## config.mk

```make
export PLATFORM = sky130hd
export DESIGN_NAME = tlbinv_top
export DESIGN_NICKNAME = d
export VERILOG_FILES = /design/src/common/tlbinv_pkg.sv /design/src/design/tlbinv_axil.sv /design/src/design/tlbinv_match.sv /design/src/design/tlbinv_top.sv
export SDC_FILE = /design/constraint.sdc
export NUM_CORES = 2
export LEC_CHECK = 0
export ABC_AREA = 1
export BUFFER_PORTS_ARGS = -buffer_cell sky130_fd_sc_hd__buf_2
export CORE_MARGIN = 5
export CORE_UTILIZATION = 27
export CTS_BUF_LIST = sky130_fd_sc_hd__clkbuf_4 sky130_fd_sc_hd__clkbuf_8 sky130_fd_sc_hd__clkbuf_16
export CTS_CLUSTER_SIZE = 24
export DETAILED_ROUTE_END_ITERATION = 16
export HOLD_SLACK_MARGIN = 0.12
export PLACE_DENSITY_LB_ADDON = 0.1
export SKIP_CTS_REPAIR_TIMING = 1
export SLEW_MARGIN = 20
export SYNTH_ARGS = -nofsm -noshare
export SYNTH_HDL_FRONTEND = slang
export SYNTH_SLANG_ARGS = --single-unit
```

## constraint.sdc

```tcl
create_clock -name clock_in -period 4.7 [get_ports clock_in]
set_clock_uncertainty 0.1 [all_clocks]
set_input_delay 0.235 -clock clock_in [delete_from_list [all_inputs] [get_ports clock_in]]
set_output_delay 0.235 -clock clock_in [all_outputs]
set_load 0.05 [all_outputs]
```

## src/common/tlbinv_pkg.sv

```systemverilog
// constants, types and helpers shared by the stage 1 invalidation block
// assumes a 32-bit axi4-lite register bus and a single 100 MHz clock
package tlbinv_pkg;
  localparam int ENTRIES = 16;
  localparam int IDXW = 4;
  localparam int VAW = 32;
  localparam int IDW = 16;

  // register byte offsets
  localparam logic [7:0] REG_CFG = 8'h00;
  localparam logic [7:0] REG_CMD_OP = 8'h04;
  localparam logic [7:0] REG_CMD_ID = 8'h08;
  localparam logic [7:0] REG_CMD_VA = 8'h0c;
  localparam logic [7:0] REG_CMD_GO = 8'h10;
  localparam logic [7:0] REG_STATUS = 8'h14;
  localparam logic [7:0] REG_NEW_TAG = 8'h18;
  localparam logic [7:0] REG_NEW_ID = 8'h1c;
  localparam logic [7:0] REG_NEW_VA = 8'h20;
  localparam logic [7:0] REG_NEW_INS = 8'h24;
  localparam logic [7:0] REG_VALID_MAP = 8'h28;
  localparam logic [7:0] REG_EXEC_CNT = 8'h2c;

  // config bit positions and reset value
  localparam int CFG_S1 = 0;
  localparam int CFG_S2_NS = 1;
  localparam int CFG_S2_S = 2;
  localparam int CFG_S2_R = 3;
  localparam int CFG_HYP = 4;
  localparam int CFG_RME = 5;
  localparam int CFG_E2H = 6;
  localparam int CFG_R_E2H = 7;
  localparam logic [7:0] CFG_RESET = 8'h11;

  // command word fields
  localparam int OP_LSB = 0;
  localparam int Q_LSB = 4;
  localparam int LEAF_BIT = 8;
  localparam int ASID_LSB = 0;
  localparam int VM_IDENTIFIER_LSB = 16;
  localparam int TAG_GLOBAL = 4;
  localparam int TAG_LAST = 5;
  localparam int TAG_IDX_LSB = 8;
  localparam int ST_ERR_BIT = 0;
  localparam int ST_BUSY_BIT = 1;

  // opcodes
  localparam logic [3:0] OP_GUEST_ALL = 4'h0;
  localparam logic [3:0] OP_GUEST_ASID = 4'h1;
  localparam logic [3:0] OP_GUEST_VAA = 4'h2;
  localparam logic [3:0] OP_GUEST_VA = 4'h3;
  localparam logic [3:0] OP_MON_ALL = 4'h4;
  localparam logic [3:0] OP_MON_VA = 4'h5;
  localparam logic [3:0] OP_HYP_ALL = 4'h6;
  localparam logic [3:0] OP_HYP_VA = 4'h7;
  localparam logic [3:0] OP_HYP_VAA = 4'h8;
  localparam logic [3:0] OP_HYP_ASID = 4'h9;

  // command queue security states
  localparam logic [1:0] Q_NS = 2'h0;
  localparam logic [1:0] Q_S = 2'h1;
  localparam logic [1:0] Q_R = 2'h2;

  localparam logic [1:0] RESP_OKAY = 2'h0;
  localparam logic [1:0] RESP_SLVERR = 2'h2;

  typedef enum logic [2:0] {
    W_NS_EL1, W_NS_EL2, W_NS_E2H, W_S_EL1,
    W_EL3, W_R_EL1, W_R_EL2, W_R_E2H
  } tlbinv_world_t;

  function automatic logic [7:0] wbit(input tlbinv_world_t w);
    wbit = 8'h01 << w;
  endfunction

  function automatic logic [31:0] merge(input logic [31:0] old,
                                        input logic [31:0] nw,
                                        input logic [3:0] strb);
    for (int i = 0; i < 4; i++)
      merge[i*8 +: 8] = strb[i] ? nw[i*8 +: 8] : old[i*8 +: 8];
  endfunction
endpackage

```

## src/design/tlbinv_axil.sv

```systemverilog
// axi4-lite slave front end for the invalidation block
// assumes the register file decodes and answers in the same cycle
`timescale 1ns/1ps
module tlbinv_axil
  import tlbinv_pkg::*;
(
  // clock and reset
  input wire logic clock_in,
  input wire logic reset_n_in,
  // write channels
  input wire logic [31:0] s_axi_awaddr_in,
  input wire logic s_axi_awvalid_in,
  output logic s_axi_awready_out,
  input wire logic [31:0] s_axi_wdata_in,
  input wire logic [3:0] s_axi_wstrb_in,
  input wire logic s_axi_wvalid_in,
  output logic s_axi_wready_out,
  output logic [1:0] s_axi_bresp_out,
  output logic s_axi_bvalid_out,
  input wire logic s_axi_bready_in,
  // read channels
  input wire logic [31:0] s_axi_araddr_in,
  input wire logic s_axi_arvalid_in,
  output logic s_axi_arready_out,
  output logic [31:0] s_axi_rdata_out,
  output logic [1:0] s_axi_rresp_out,
  output logic s_axi_rvalid_out,
  input wire logic s_axi_rready_in,
  // register file side
  output logic wr_en_out,
  output logic [31:0] wr_addr_out,
  output logic [31:0] wr_data_out,
  output logic [3:0] wr_strb_out,
  input wire logic wr_err_in,
  output logic rd_en_out,
  output logic [31:0] rd_addr_out,
  input wire logic [31:0] rd_data_in,
  input wire logic rd_err_in
);
  logic aw_held_r;
  logic w_held_r;

  assign s_axi_awready_out = !aw_held_r;
  assign s_axi_wready_out = !w_held_r;
  // write waits until the previous response is taken
  assign wr_en_out = aw_held_r && w_held_r && !s_axi_bvalid_out;
  assign s_axi_arready_out = !s_axi_rvalid_out;
  assign rd_en_out = s_axi_arvalid_in && s_axi_arready_out;
  assign rd_addr_out = s_axi_araddr_in;

  always_ff @(posedge clock_in)
    if (!reset_n_in)
    begin
      aw_held_r <= 1'b0;
      w_held_r <= 1'b0;
      wr_addr_out <= 32'h0;
      wr_data_out <= 32'h0;
      wr_strb_out <= 4'h0;
    end
    else
    begin
      if (s_axi_awvalid_in && !aw_held_r)
      begin
        aw_held_r <= 1'b1;
        wr_addr_out <= s_axi_awaddr_in;
      end
      else if (wr_en_out)
        aw_held_r <= 1'b0;
      if (s_axi_wvalid_in && !w_held_r)
      begin
        w_held_r <= 1'b1;
        wr_data_out <= s_axi_wdata_in;
        wr_strb_out <= s_axi_wstrb_in;
      end
      else if (wr_en_out)
        w_held_r <= 1'b0;
    end

  always_ff @(posedge clock_in)
    if (!reset_n_in)
    begin
      s_axi_bvalid_out <= 1'b0;
      s_axi_bresp_out <= RESP_OKAY;
    end
    else if (wr_en_out)
    begin
      s_axi_bvalid_out <= 1'b1;
      s_axi_bresp_out <= wr_err_in ? RESP_SLVERR : RESP_OKAY;
    end
    else if (s_axi_bready_in)
      s_axi_bvalid_out <= 1'b0;

  always_ff @(posedge clock_in)
    if (!reset_n_in)
    begin
      s_axi_rvalid_out <= 1'b0;
      s_axi_rdata_out <= 32'h0;
      s_axi_rresp_out <= RESP_OKAY;
    end
    else if (rd_en_out)
    begin
      s_axi_rvalid_out <= 1'b1;
      s_axi_rdata_out <= rd_data_in;
      s_axi_rresp_out <= rd_err_in ? RESP_SLVERR : RESP_OKAY;
    end
    else if (s_axi_rready_in)
      s_axi_rvalid_out <= 1'b0;
endmodule

```

## src/design/tlbinv_match.sv

```systemverilog
// scope match of one cached translation entry against a command
// assumes the scope inputs are stable while the command executes
`timescale 1ns/1ps
module tlbinv_match
  import tlbinv_pkg::*;
(
  // entry
  input wire logic valid_in,
  input wire tlbinv_world_t world_in,
  input wire logic global_in,
  input wire logic last_in,
  input wire logic [IDW-1:0] vm_identifier_in,
  input wire logic [IDW-1:0] asid_in,
  input wire logic [VAW-1:0] va_in,
  // command scope
  input wire logic [7:0] world_mask_in,
  input wire logic use_vm_identifier_in,
  input wire logic use_asid_in,
  input wire logic use_va_in,
  input wire logic incl_global_in,
  input wire logic leaf_in,
  input wire logic [IDW-1:0] vm_identifier_cmd_in,
  input wire logic [IDW-1:0] asid_cmd_in,
  input wire logic [VAW-1:0] va_cmd_in,
  // result
  output logic hit_out
);
  logic tag_ok;

  // globals bypass the asid compare, non-globals need it when asked
  assign tag_ok = global_in ? incl_global_in
                            : (!use_asid_in || asid_in == asid_cmd_in);
  assign hit_out = valid_in && world_mask_in[world_in] && tag_ok &&
                   (!use_vm_identifier_in ||
                    vm_identifier_in == vm_identifier_cmd_in) &&
                   (!use_va_in || va_in == va_cmd_in) &&
                   (!leaf_in || last_in);
endmodule

```

## src/design/tlbinv_top.sv

```systemverilog
// stage 1 translation cache with the invalidation command engine
// assumes axi4-lite software access and a synchronous active-low reset
//
// Contract
// RQ1: stage 2 only unit rejects all commands
// RQ2: monitor commands legal only on secure queue
// RQ3: realm management present rejects monitor commands
// RQ4: no hypervisor support rejects hypervisor commands
// RQ5: guest vm id matched only with stage 2
// RQ6: address range check optional, top byte ignored; the va compare here uses all 32 va bits
// RQ7: ns guest-all clears el1 of vm id
// RQ8: secure guest-all scope depends on secure stage 2
// RQ9: realm guest-all clears realm el1 of vm id
// RQ10: guest by asid spares global entries
// RQ11: guest by va covers all asids
// RQ12: guest by va also hits matching globals
// RQ13: leaf flag limits to last level entries
// RQ14: hypervisor-all clears both ns el2 kinds
// RQ15: secure and ns queue same hypervisor effect
// RQ16: realm hypervisor-all clears both realm el2 kinds
// RQ17: host extension on: asid or global match
// RQ18: host extension off: plain el2, asid ignored
// RQ19: software avoids unknown host extension bit
// RQ20: realm hypervisor by va uses realm el2
// RQ21: secure guest commands spare monitor entries
// RQ22: monitor commands clear monitor entries
// RQ23: illegal command changes nothing and halts
`timescale 1ns/1ps
module tlbinv_top
  import tlbinv_pkg::*;
(
  // clock and reset
  input wire logic clock_in,
  input wire logic reset_n_in,
  // axi4-lite write
  input wire logic [31:0] s_axi_awaddr_in,
  input wire logic s_axi_awvalid_in,
  output logic s_axi_awready_out,
  input wire logic [31:0] s_axi_wdata_in,
  input wire logic [3:0] s_axi_wstrb_in,
  input wire logic s_axi_wvalid_in,
  output logic s_axi_wready_out,
  output logic [1:0] s_axi_bresp_out,
  output logic s_axi_bvalid_out,
  input wire logic s_axi_bready_in,
  // axi4-lite read
  input wire logic [31:0] s_axi_araddr_in,
  input wire logic s_axi_arvalid_in,
  output logic s_axi_arready_out,
  output logic [31:0] s_axi_rdata_out,
  output logic [1:0] s_axi_rresp_out,
  output logic s_axi_rvalid_out,
  input wire logic s_axi_rready_in
);
  typedef enum logic [1:0] {ST_IDLE, ST_CHECK, ST_INVAL, ST_HALT}
    tlbinv_state_t;

  tlbinv_state_t state_r;
  logic wr_en, rd_en, wr_err, rd_err;
  logic [31:0] wr_addr, wr_data, rd_addr, rd_data;
  logic [3:0] wr_strb;
  logic [7:0] cfg_r;
  logic [31:0] cmd_op_r, cmd_id_r, cmd_va_r;
  logic [31:0] new_tag_r, new_id_r, new_va_r;
  logic [31:0] exec_count_r;
  logic go, ack, ins;

  // entry store
  logic [ENTRIES-1:0] ent_valid_r, ent_global_r, ent_last_r, hit;
  tlbinv_world_t ent_world_r [ENTRIES];
  logic [IDW-1:0] ent_vm_identifier_r [ENTRIES];
  logic [IDW-1:0] ent_asid_r [ENTRIES];
  logic [VAW-1:0] ent_va_r [ENTRIES];

  // decoded command
  logic [3:0] op;
  logic [1:0] q;
  logic illegal, use_vm_identifier, use_asid, use_va, incl_global, leaf_eff;
  logic s2q, e2h;
  logic [7:0] wmask;
  logic [IDXW-1:0] ins_idx;

  tlbinv_axil u_axil (
    .clock_in(clock_in),
    .reset_n_in(reset_n_in),
    .s_axi_awaddr_in(s_axi_awaddr_in),
    .s_axi_awvalid_in(s_axi_awvalid_in),
    .s_axi_awready_out(s_axi_awready_out),
    .s_axi_wdata_in(s_axi_wdata_in),
    .s_axi_wstrb_in(s_axi_wstrb_in),
    .s_axi_wvalid_in(s_axi_wvalid_in),
    .s_axi_wready_out(s_axi_wready_out),
    .s_axi_bresp_out(s_axi_bresp_out),
    .s_axi_bvalid_out(s_axi_bvalid_out),
    .s_axi_bready_in(s_axi_bready_in),
    .s_axi_araddr_in(s_axi_araddr_in),
    .s_axi_arvalid_in(s_axi_arvalid_in),
    .s_axi_arready_out(s_axi_arready_out),
    .s_axi_rdata_out(s_axi_rdata_out),
    .s_axi_rresp_out(s_axi_rresp_out),
    .s_axi_rvalid_out(s_axi_rvalid_out),
    .s_axi_rready_in(s_axi_rready_in),
    .wr_en_out(wr_en),
    .wr_addr_out(wr_addr),
    .wr_data_out(wr_data),
    .wr_strb_out(wr_strb),
    .wr_err_in(wr_err),
    .rd_en_out(rd_en),
    .rd_addr_out(rd_addr),
    .rd_data_in(rd_data),
    .rd_err_in(rd_err)
  );

  ////////////////////////////////////////////////////////////////////////
  // register file

  function automatic logic mapped(input logic [31:0] a);
    mapped = a[31:8] == 24'h0 && a[1:0] == 2'h0 && a[7:0] <= REG_EXEC_CNT;
  endfunction

  function automatic logic hit_reg(input logic [7:0] off);
    hit_reg = wr_en && mapped(wr_addr) && wr_addr[7:0] == off &&
              wr_strb != 4'h0;
  endfunction

  assign wr_err = !mapped(wr_addr);
  assign rd_err = !mapped(rd_addr);
  // a process, not assigns: the helper reads the bus signals itself,
  // so an assign would never wake up on them
  always_comb
  begin
    go = hit_reg(REG_CMD_GO) && state_r == ST_IDLE;
    ack = hit_reg(REG_STATUS) && wr_data[ST_ERR_BIT];
    ins = hit_reg(REG_NEW_INS);
  end
  assign ins_idx = new_tag_r[TAG_IDX_LSB +: IDXW];

  always_comb
  begin
    rd_data = 32'h0;
    case (rd_addr[7:0])
      REG_CFG: rd_data = {24'h0, cfg_r};
      REG_CMD_OP: rd_data = cmd_op_r;
      REG_CMD_ID: rd_data = cmd_id_r;
      REG_CMD_VA: rd_data = cmd_va_r;
      REG_STATUS: rd_data = {30'h0, state_r != ST_IDLE,
                             state_r == ST_HALT};
      REG_NEW_TAG: rd_data = new_tag_r;
      REG_NEW_ID: rd_data = new_id_r;
      REG_NEW_VA: rd_data = new_va_r;
      REG_VALID_MAP: rd_data = {{(32-ENTRIES){1'b0}}, ent_valid_r};
      REG_EXEC_CNT: rd_data = exec_count_r;
      default: rd_data = 32'h0;
    endcase
    if (rd_err)
      rd_data = 32'h0;
  end

  always_ff @(posedge clock_in)
    if (!reset_n_in)
      cfg_r <= CFG_RESET;
    else if (hit_reg(REG_CFG))
      cfg_r <= 8'(merge({24'h0, cfg_r}, wr_data, wr_strb));

  // command words are frozen while a command is in flight
  always_ff @(posedge clock_in)
    if (!reset_n_in)
    begin
      cmd_op_r <= 32'h0;
      cmd_id_r <= 32'h0;
      cmd_va_r <= 32'h0;
    end
    else if (state_r == ST_IDLE)
    begin
      if (hit_reg(REG_CMD_OP))
        cmd_op_r <= merge(cmd_op_r, wr_data, wr_strb);
      if (hit_reg(REG_CMD_ID))
        cmd_id_r <= merge(cmd_id_r, wr_data, wr_strb);
      if (hit_reg(REG_CMD_VA))
        cmd_va_r <= merge(cmd_va_r, wr_data, wr_strb);
    end

  always_ff @(posedge clock_in)
    if (!reset_n_in)
    begin
      new_tag_r <= 32'h0;
      new_id_r <= 32'h0;
      new_va_r <= 32'h0;
    end
    else
    begin
      if (hit_reg(REG_NEW_TAG))
        new_tag_r <= merge(new_tag_r, wr_data, wr_strb);
      if (hit_reg(REG_NEW_ID))
        new_id_r <= merge(new_id_r, wr_data, wr_strb);
      if (hit_reg(REG_NEW_VA))
        new_va_r <= merge(new_va_r, wr_data, wr_strb);
    end

  ////////////////////////////////////////////////////////////////////////
  // command decode

  assign op = cmd_op_r[OP_LSB +: 4];
  assign q = cmd_op_r[Q_LSB +: 2];

  always_comb
  begin
    illegal = 1'b0;
    wmask = 8'h00;
    use_vm_identifier = 1'b0;
    use_asid = 1'b0;
    use_va = 1'b0;
    incl_global = 1'b1;
    // vm id only matters with stage 2 for this queue's state
    s2q = q == Q_NS ? cfg_r[CFG_S2_NS] :
          q == Q_S ? cfg_r[CFG_S2_S] : cfg_r[CFG_S2_R]; // RQ5
    e2h = q == Q_R ? cfg_r[CFG_R_E2H] : cfg_r[CFG_E2H]; // RQ16 RQ20
    case (op)
      OP_GUEST_ALL, OP_GUEST_ASID, OP_GUEST_VAA, OP_GUEST_VA:
      begin
        // secure queue reaches secure el1 only, never monitor
        wmask = q == Q_NS ? wbit(W_NS_EL1) :
                q == Q_S ? wbit(W_S_EL1) : wbit(W_R_EL1); // RQ7 RQ9 RQ21
        use_vm_identifier = s2q; // RQ8
        use_asid = op == OP_GUEST_ASID || op == OP_GUEST_VA; // RQ12
        incl_global = op != OP_GUEST_ASID; // RQ10
        use_va = op == OP_GUEST_VAA || op == OP_GUEST_VA; // RQ11
      end
      OP_MON_ALL, OP_MON_VA:
      begin
        illegal = q != Q_S || cfg_r[CFG_RME]; // RQ2 RQ3
        wmask = wbit(W_EL3); // RQ22
        use_va = op == OP_MON_VA;
      end
      OP_HYP_ALL:
      begin
        illegal = !cfg_r[CFG_HYP]; // RQ4
        wmask = q == Q_R ? (wbit(W_R_EL2) | wbit(W_R_E2H))
                         : (wbit(W_NS_EL2) | wbit(W_NS_E2H)); // RQ14 RQ15
      end
      OP_HYP_VA, OP_HYP_VAA:
      begin
        illegal = !cfg_r[CFG_HYP]; // RQ4
        if (e2h)
          wmask = q == Q_R ? wbit(W_R_E2H) : wbit(W_NS_E2H); // RQ17
        else
          wmask = q == Q_R ? wbit(W_R_EL2) : wbit(W_NS_EL2); // RQ18
        use_asid = op == OP_HYP_VA && e2h; // RQ17 RQ18
        use_va = 1'b1;
      end
      OP_HYP_ASID:
      begin
        illegal = !cfg_r[CFG_HYP]; // RQ4
        wmask = q == Q_R ? wbit(W_R_E2H) : wbit(W_NS_E2H);
        use_asid = 1'b1;
        incl_global = 1'b0;
      end
      default: illegal = 1'b1;
    endcase
    if (q == 2'h3 || !cfg_r[CFG_S1])
      illegal = 1'b1; // RQ1
  end

  // va compare covers all 32 va bits, so the top byte counts too
  assign leaf_eff = cmd_op_r[LEAF_BIT] && use_va; // RQ6 RQ13

  ////////////////////////////////////////////////////////////////////////
  // command sequencing

  always_ff @(posedge clock_in)
    if (!reset_n_in)
      state_r <= ST_IDLE;
    else
      case (state_r)
        ST_IDLE: if (go) state_r <= ST_CHECK;
        ST_CHECK: state_r <= illegal ? ST_HALT : ST_INVAL; // RQ23
        ST_INVAL: state_r <= ST_IDLE;
        ST_HALT: if (ack) state_r <= ST_IDLE; // RQ23
        default: state_r <= ST_IDLE;
      endcase

  always_ff @(posedge clock_in)
    if (!reset_n_in)
      exec_count_r <= 32'h0;
    else if (state_r == ST_INVAL)
      exec_count_r <= exec_count_r + 32'h1;

  ////////////////////////////////////////////////////////////////////////
  // entry store

  for (genvar i = 0; i < ENTRIES; i++)
  begin : g_ent
    tlbinv_match u_match (
      .valid_in(ent_valid_r[i]),
      .world_in(ent_world_r[i]),
      .global_in(ent_global_r[i]),
      .last_in(ent_last_r[i]),
      .vm_identifier_in(ent_vm_identifier_r[i]),
      .asid_in(ent_asid_r[i]),
      .va_in(ent_va_r[i]),
      .world_mask_in(wmask),
      .use_vm_identifier_in(use_vm_identifier),
      .use_asid_in(use_asid),
      .use_va_in(use_va),
      .incl_global_in(incl_global),
      .leaf_in(leaf_eff),
      .vm_identifier_cmd_in(cmd_id_r[VM_IDENTIFIER_LSB +: IDW]),
      .asid_cmd_in(cmd_id_r[ASID_LSB +: IDW]),
      .va_cmd_in(cmd_va_r),
      .hit_out(hit[i])
    );

    // a fresh insert outranks a clear in the same cycle
    always_ff @(posedge clock_in)
      if (!reset_n_in)
        ent_valid_r[i] <= 1'b0;
      else if (ins && ins_idx == IDXW'(i))
        ent_valid_r[i] <= 1'b1;
      else if (state_r == ST_INVAL && hit[i])
        ent_valid_r[i] <= 1'b0; // RQ23

    always_ff @(posedge clock_in)
      if (!reset_n_in)
      begin
        ent_world_r[i] <= W_NS_EL1;
        ent_global_r[i] <= 1'b0;
        ent_last_r[i] <= 1'b0;
        ent_vm_identifier_r[i] <= '0;
        ent_asid_r[i] <= '0;
        ent_va_r[i] <= '0;
      end
      else if (ins && ins_idx == IDXW'(i))
      begin
        ent_world_r[i] <= tlbinv_world_t'(new_tag_r[2:0]);
        ent_global_r[i] <= new_tag_r[TAG_GLOBAL];
        ent_last_r[i] <= new_tag_r[TAG_LAST];
        ent_vm_identifier_r[i] <= new_id_r[VM_IDENTIFIER_LSB +: IDW];
        ent_asid_r[i] <= new_id_r[ASID_LSB +: IDW];
        ent_va_r[i] <= new_va_r;
      end
  end
endmodule

```

==> summary.txt <==
Status
  • Status: complete, no violations

Yosys
  • Netlist cell types: 39
  • Top cell type's share of synthesized area: 0.4318
  • Sequential fraction of the synthesis area: 0.5359
  • Syn Area/Cell: 7.557 um2
  • Top_reg_cell synth: edfxtp_1
  • Post-Syn Instances: 9866
  • Synth top cells by count: 3334 x nand2_1, 2036 x nor2_1, 1118 x inv_1
  • Syn. warnings: 0
  • Yosys top cell by area: edfxtp_1
  • Post-synth EDFFs: around 1100
  • Syn Std Cell Area: 0.07456 mm2
  • Async SR Flop Fraction: 0
  • Count leader, synth: nand2_1
  • Synth area leaders: edfxtp_1 43%, nand2_1 17%, dfxtp_1 10%, nor2_1 10%, inv_1 5.6%
  • Number of synthesized register bits: between 1000 and 1500

Worst setup path
  • Cells on worst reg2reg path: 10
  • Crit Path Category: reg2reg
  • Reg-to-reg startpoint: u_axil.wr_addr_out[12]
  • R2r endpoint: ent_asid_r[1][31]
  • Kind of cell adding the most delay to the critical path: simple AND/OR/NAND/NOR gates
  • Worst path arrival time: about 4.1 ns
  • Top fanout value on the critical path: 23
  • Highest cell delay on the worst timing path: 0.60 ns
  • CP Launch Type: register
  • Crit-path cells: nor2_1, nand2_1, nor2_1, nand4_1, nor3_4, nand2_4, nor2_4, nand2_1, nand2_4, buf_4
  • Buf/Inv on CP: 1
  • CP max-delay cell: nand2_4
  • CP required: 5.12 ns
  • Register-to-Register Setup Slack: around 1.0 ns
  • Element type at the critical path end: register

Pwr
  • Overall Power: around 30000 uW
  • Power density over the cells: 343.7 mW/mm2
  • Pleak: around 0.037 uW
  • Max IR drop VDD: roughly 410 uV

CTS
  • Clk pin slew, worst setup/hold paths: 0.06 ns
  • Clk sinks: roughly 1500
  • CTS Buf Count: approximately 180
  • Clk root buf: clkbuf_16
  • Longest Clk Path Bufs: 3
  • Number of H-tree levels: 4
  • CTS tree: yes
  • Skew-Pair Late Insertion Delay: approximately 0.85 ns

Finish
  • Reg area: 0.03996 mm2
  • Multi-input logic area: 0.02815 mm2
  • Fillcell total: a little under 30000
  • Util after Layout: 0.3212
  • Final instance area: 0.08859 mm2
  • Synthesis-to-finish area growth: 18.82%
  • Fraction of final layout cells with drive strength greater than 1: 0.08129
  • Final net count: 10290

Floorplanning
  • Row count: about 190
  • I/O pin cnt: 148
  • Die area: 0.2867 mm2
  • Die Wd: around 540 um
  • Initial Util: 0.2704
  • Die Ht: 535.5 um
  • Core Area: approximately 0.28 mm2

Timing
  • Period utilization: 0.7872
  • Maximum clock frequency: about 0.27 GHz
  • Fin crit period: between 3 and 4 ns
  • Setup_tns: 0 ns
  • Slew margin rel.: 0.2312
  • Final Setup Violations: 0
  • Slew Viols, Final: 0
  • RSZ-0062 raised after global routing: false
  • Slew at the pin closest to its max-slew limit: between 1 and 1.5 ns
  • Endpoints failing hold: 0

Global route
  • GRT Total Usage: 0.2178
  • Antenna violations before repair: 15
  • Largest net degree at the start of global routing: ~130
  • Global route overflow: 0
  • Global-route wire length before repair: approximately 450000 um
  • Vias in the first global route: between 50000 and 60000

Routing
  • Vias/cell: approximately 4.6
  • Initial DRC Count: approximately 5700
  • Total Routed Length: ~320000 um
  • WL/cell: ~23 um
  • Detailed Routing Iterations Pass 1: 5
  • Post-route ant nets: 0
  • Via Count: 63990
  • DRC viols: 0

Hold path
  • Worst Hold Depth: 4
  • Hold Startpoint: s_axi_wvalid_in
  • Hold endpoint: u_axil.w_held_r
  • Hold Crit Class: in2reg

Flow run
  • Max-cap violations: 0

Place
  • Placed inst area: 0.08082 mm2
  • Dpl hpwl: 209500 um
  • Gp weighted congestion: between 0.8 and 0.9
  • IO Port Bufs: 145
## cell type report
type                       instances  area share
antenna                            6   0.0001695
clock buffer                     245     0.05813
clock inverter                    91    0.009590
inverter                        1225     0.05191
multi-input combinational       6669      0.3178
sequential                      1460      0.4511
tap                             3705     0.05233
timing repair buffer             644     0.05895
## how the worst max path moves through the flow
stage	from	endpoint	slack [ns]	cells past startpoint
final	u_axil.wr_addr_out[12]	ent_asid_r[1][31]	1.00	10
after global routing	u_axil.wr_addr_out[14]	ent_asid_r[1][31]	0.75	10
after CTS	u_axil.wr_addr_out[10]	ent_va_r[1][42]	0.97	10
after detailed placement	u_axil.wr_addr_out[10]	ent_asid_r[1][26]	0.98	10
after global placement	u_axil.wr_addr_out[10]	ent_va_r[1][42]	0.96	10
after floorplan	u_axil.s_axi_bvalid_out	ent_asid_r[0][16]	0.92	10
## state kept, by name, summed over array words and instances (netlist names), 2 cells and up
signal and cells:
cmd_va_r 32, exec_count_r 32, ent_world_r 48, ent_vm_identifier_r 256, new_tag_r 32, new_id_r 32, ent_asid_r 256, cfg_r 8
ent_va_r 512, ent_last_r 16, u_axil.wr_data_out 32, u_axil.wr_addr_out 32, new_va_r 32, state_r 2, cmd_id_r 32, u_axil.wr_strb_out 4
ent_valid_r 16, ent_global_r 16, u_axil.s_axi_rdata_out 32, cmd_op_r 32
## kinds of logic after synthesis
family / count (synthesis) / synth area share
AOI/OAI and AO/OA: 753 / 0.05316
buffers and inverters: 1738 / 0.08965
other: 1 / 0.00005030
DFF: 1460 / 0.5359
xor gates and xnor gates: 202 / 0.02373
adders and majority gates: 1 / 0.0001678
and+or+nand+nor: 5711 / 0.2973
## worst register-to-register path, delay by kind of cell, from the launching register on
kind	cells	cell delay (ns)
DFF	1	0.31
and+or+nand+nor	9	2.55
buffers and inverters	1	0.40
## metal layers
metal	vias to the layer above	wire, um	global-route usage
met5	-	30	0
met4	4	11780	0.07646
met3	398	15480	0.02769
met2	1617	149400	0.3582
met1	30810	145600	0.2948
li1	31170	-	-
## report_power, final
group          switching (uW)  internal (uW)  total, uW  leakage, uW
Combinational            1010            556       1570       0.0209
Clock                    5950           8300      14300      0.00301
Sequential                339          14300      14600       0.0135
## stage by stage
step | setup WS (ns) | instances | hold WS (ns)
4_1_cts | 0.9661 | 13870 | -0.5795
5_1_grt | 0.7529 | 14040 | 0.1396
6_report | 1.000 | 14050 | 0.1645
3_3_place_gp | 0.9619 | 13530 | 0.3301
3_5_place_dp | 0.9819 | 13530 | 0.3385
2_1_floorplan | 0.9181 | 9867 | 0.2699
## cell usage in the layout (no fill, tap or decap), drive strengths merged, types with 92 or more instances in the layout
cell and count:
nand2 3336, nor2 2043, inv 1128, edfxtp 1072, buf 471, dfxtp 388, o21ai 346, a21oi 296
clkbuf 245, clkinv 176, xor2 173, dlygate4sd3 173, nand3 167, nand4 92
No activity file was read; power rests on OpenSTA's default activity.
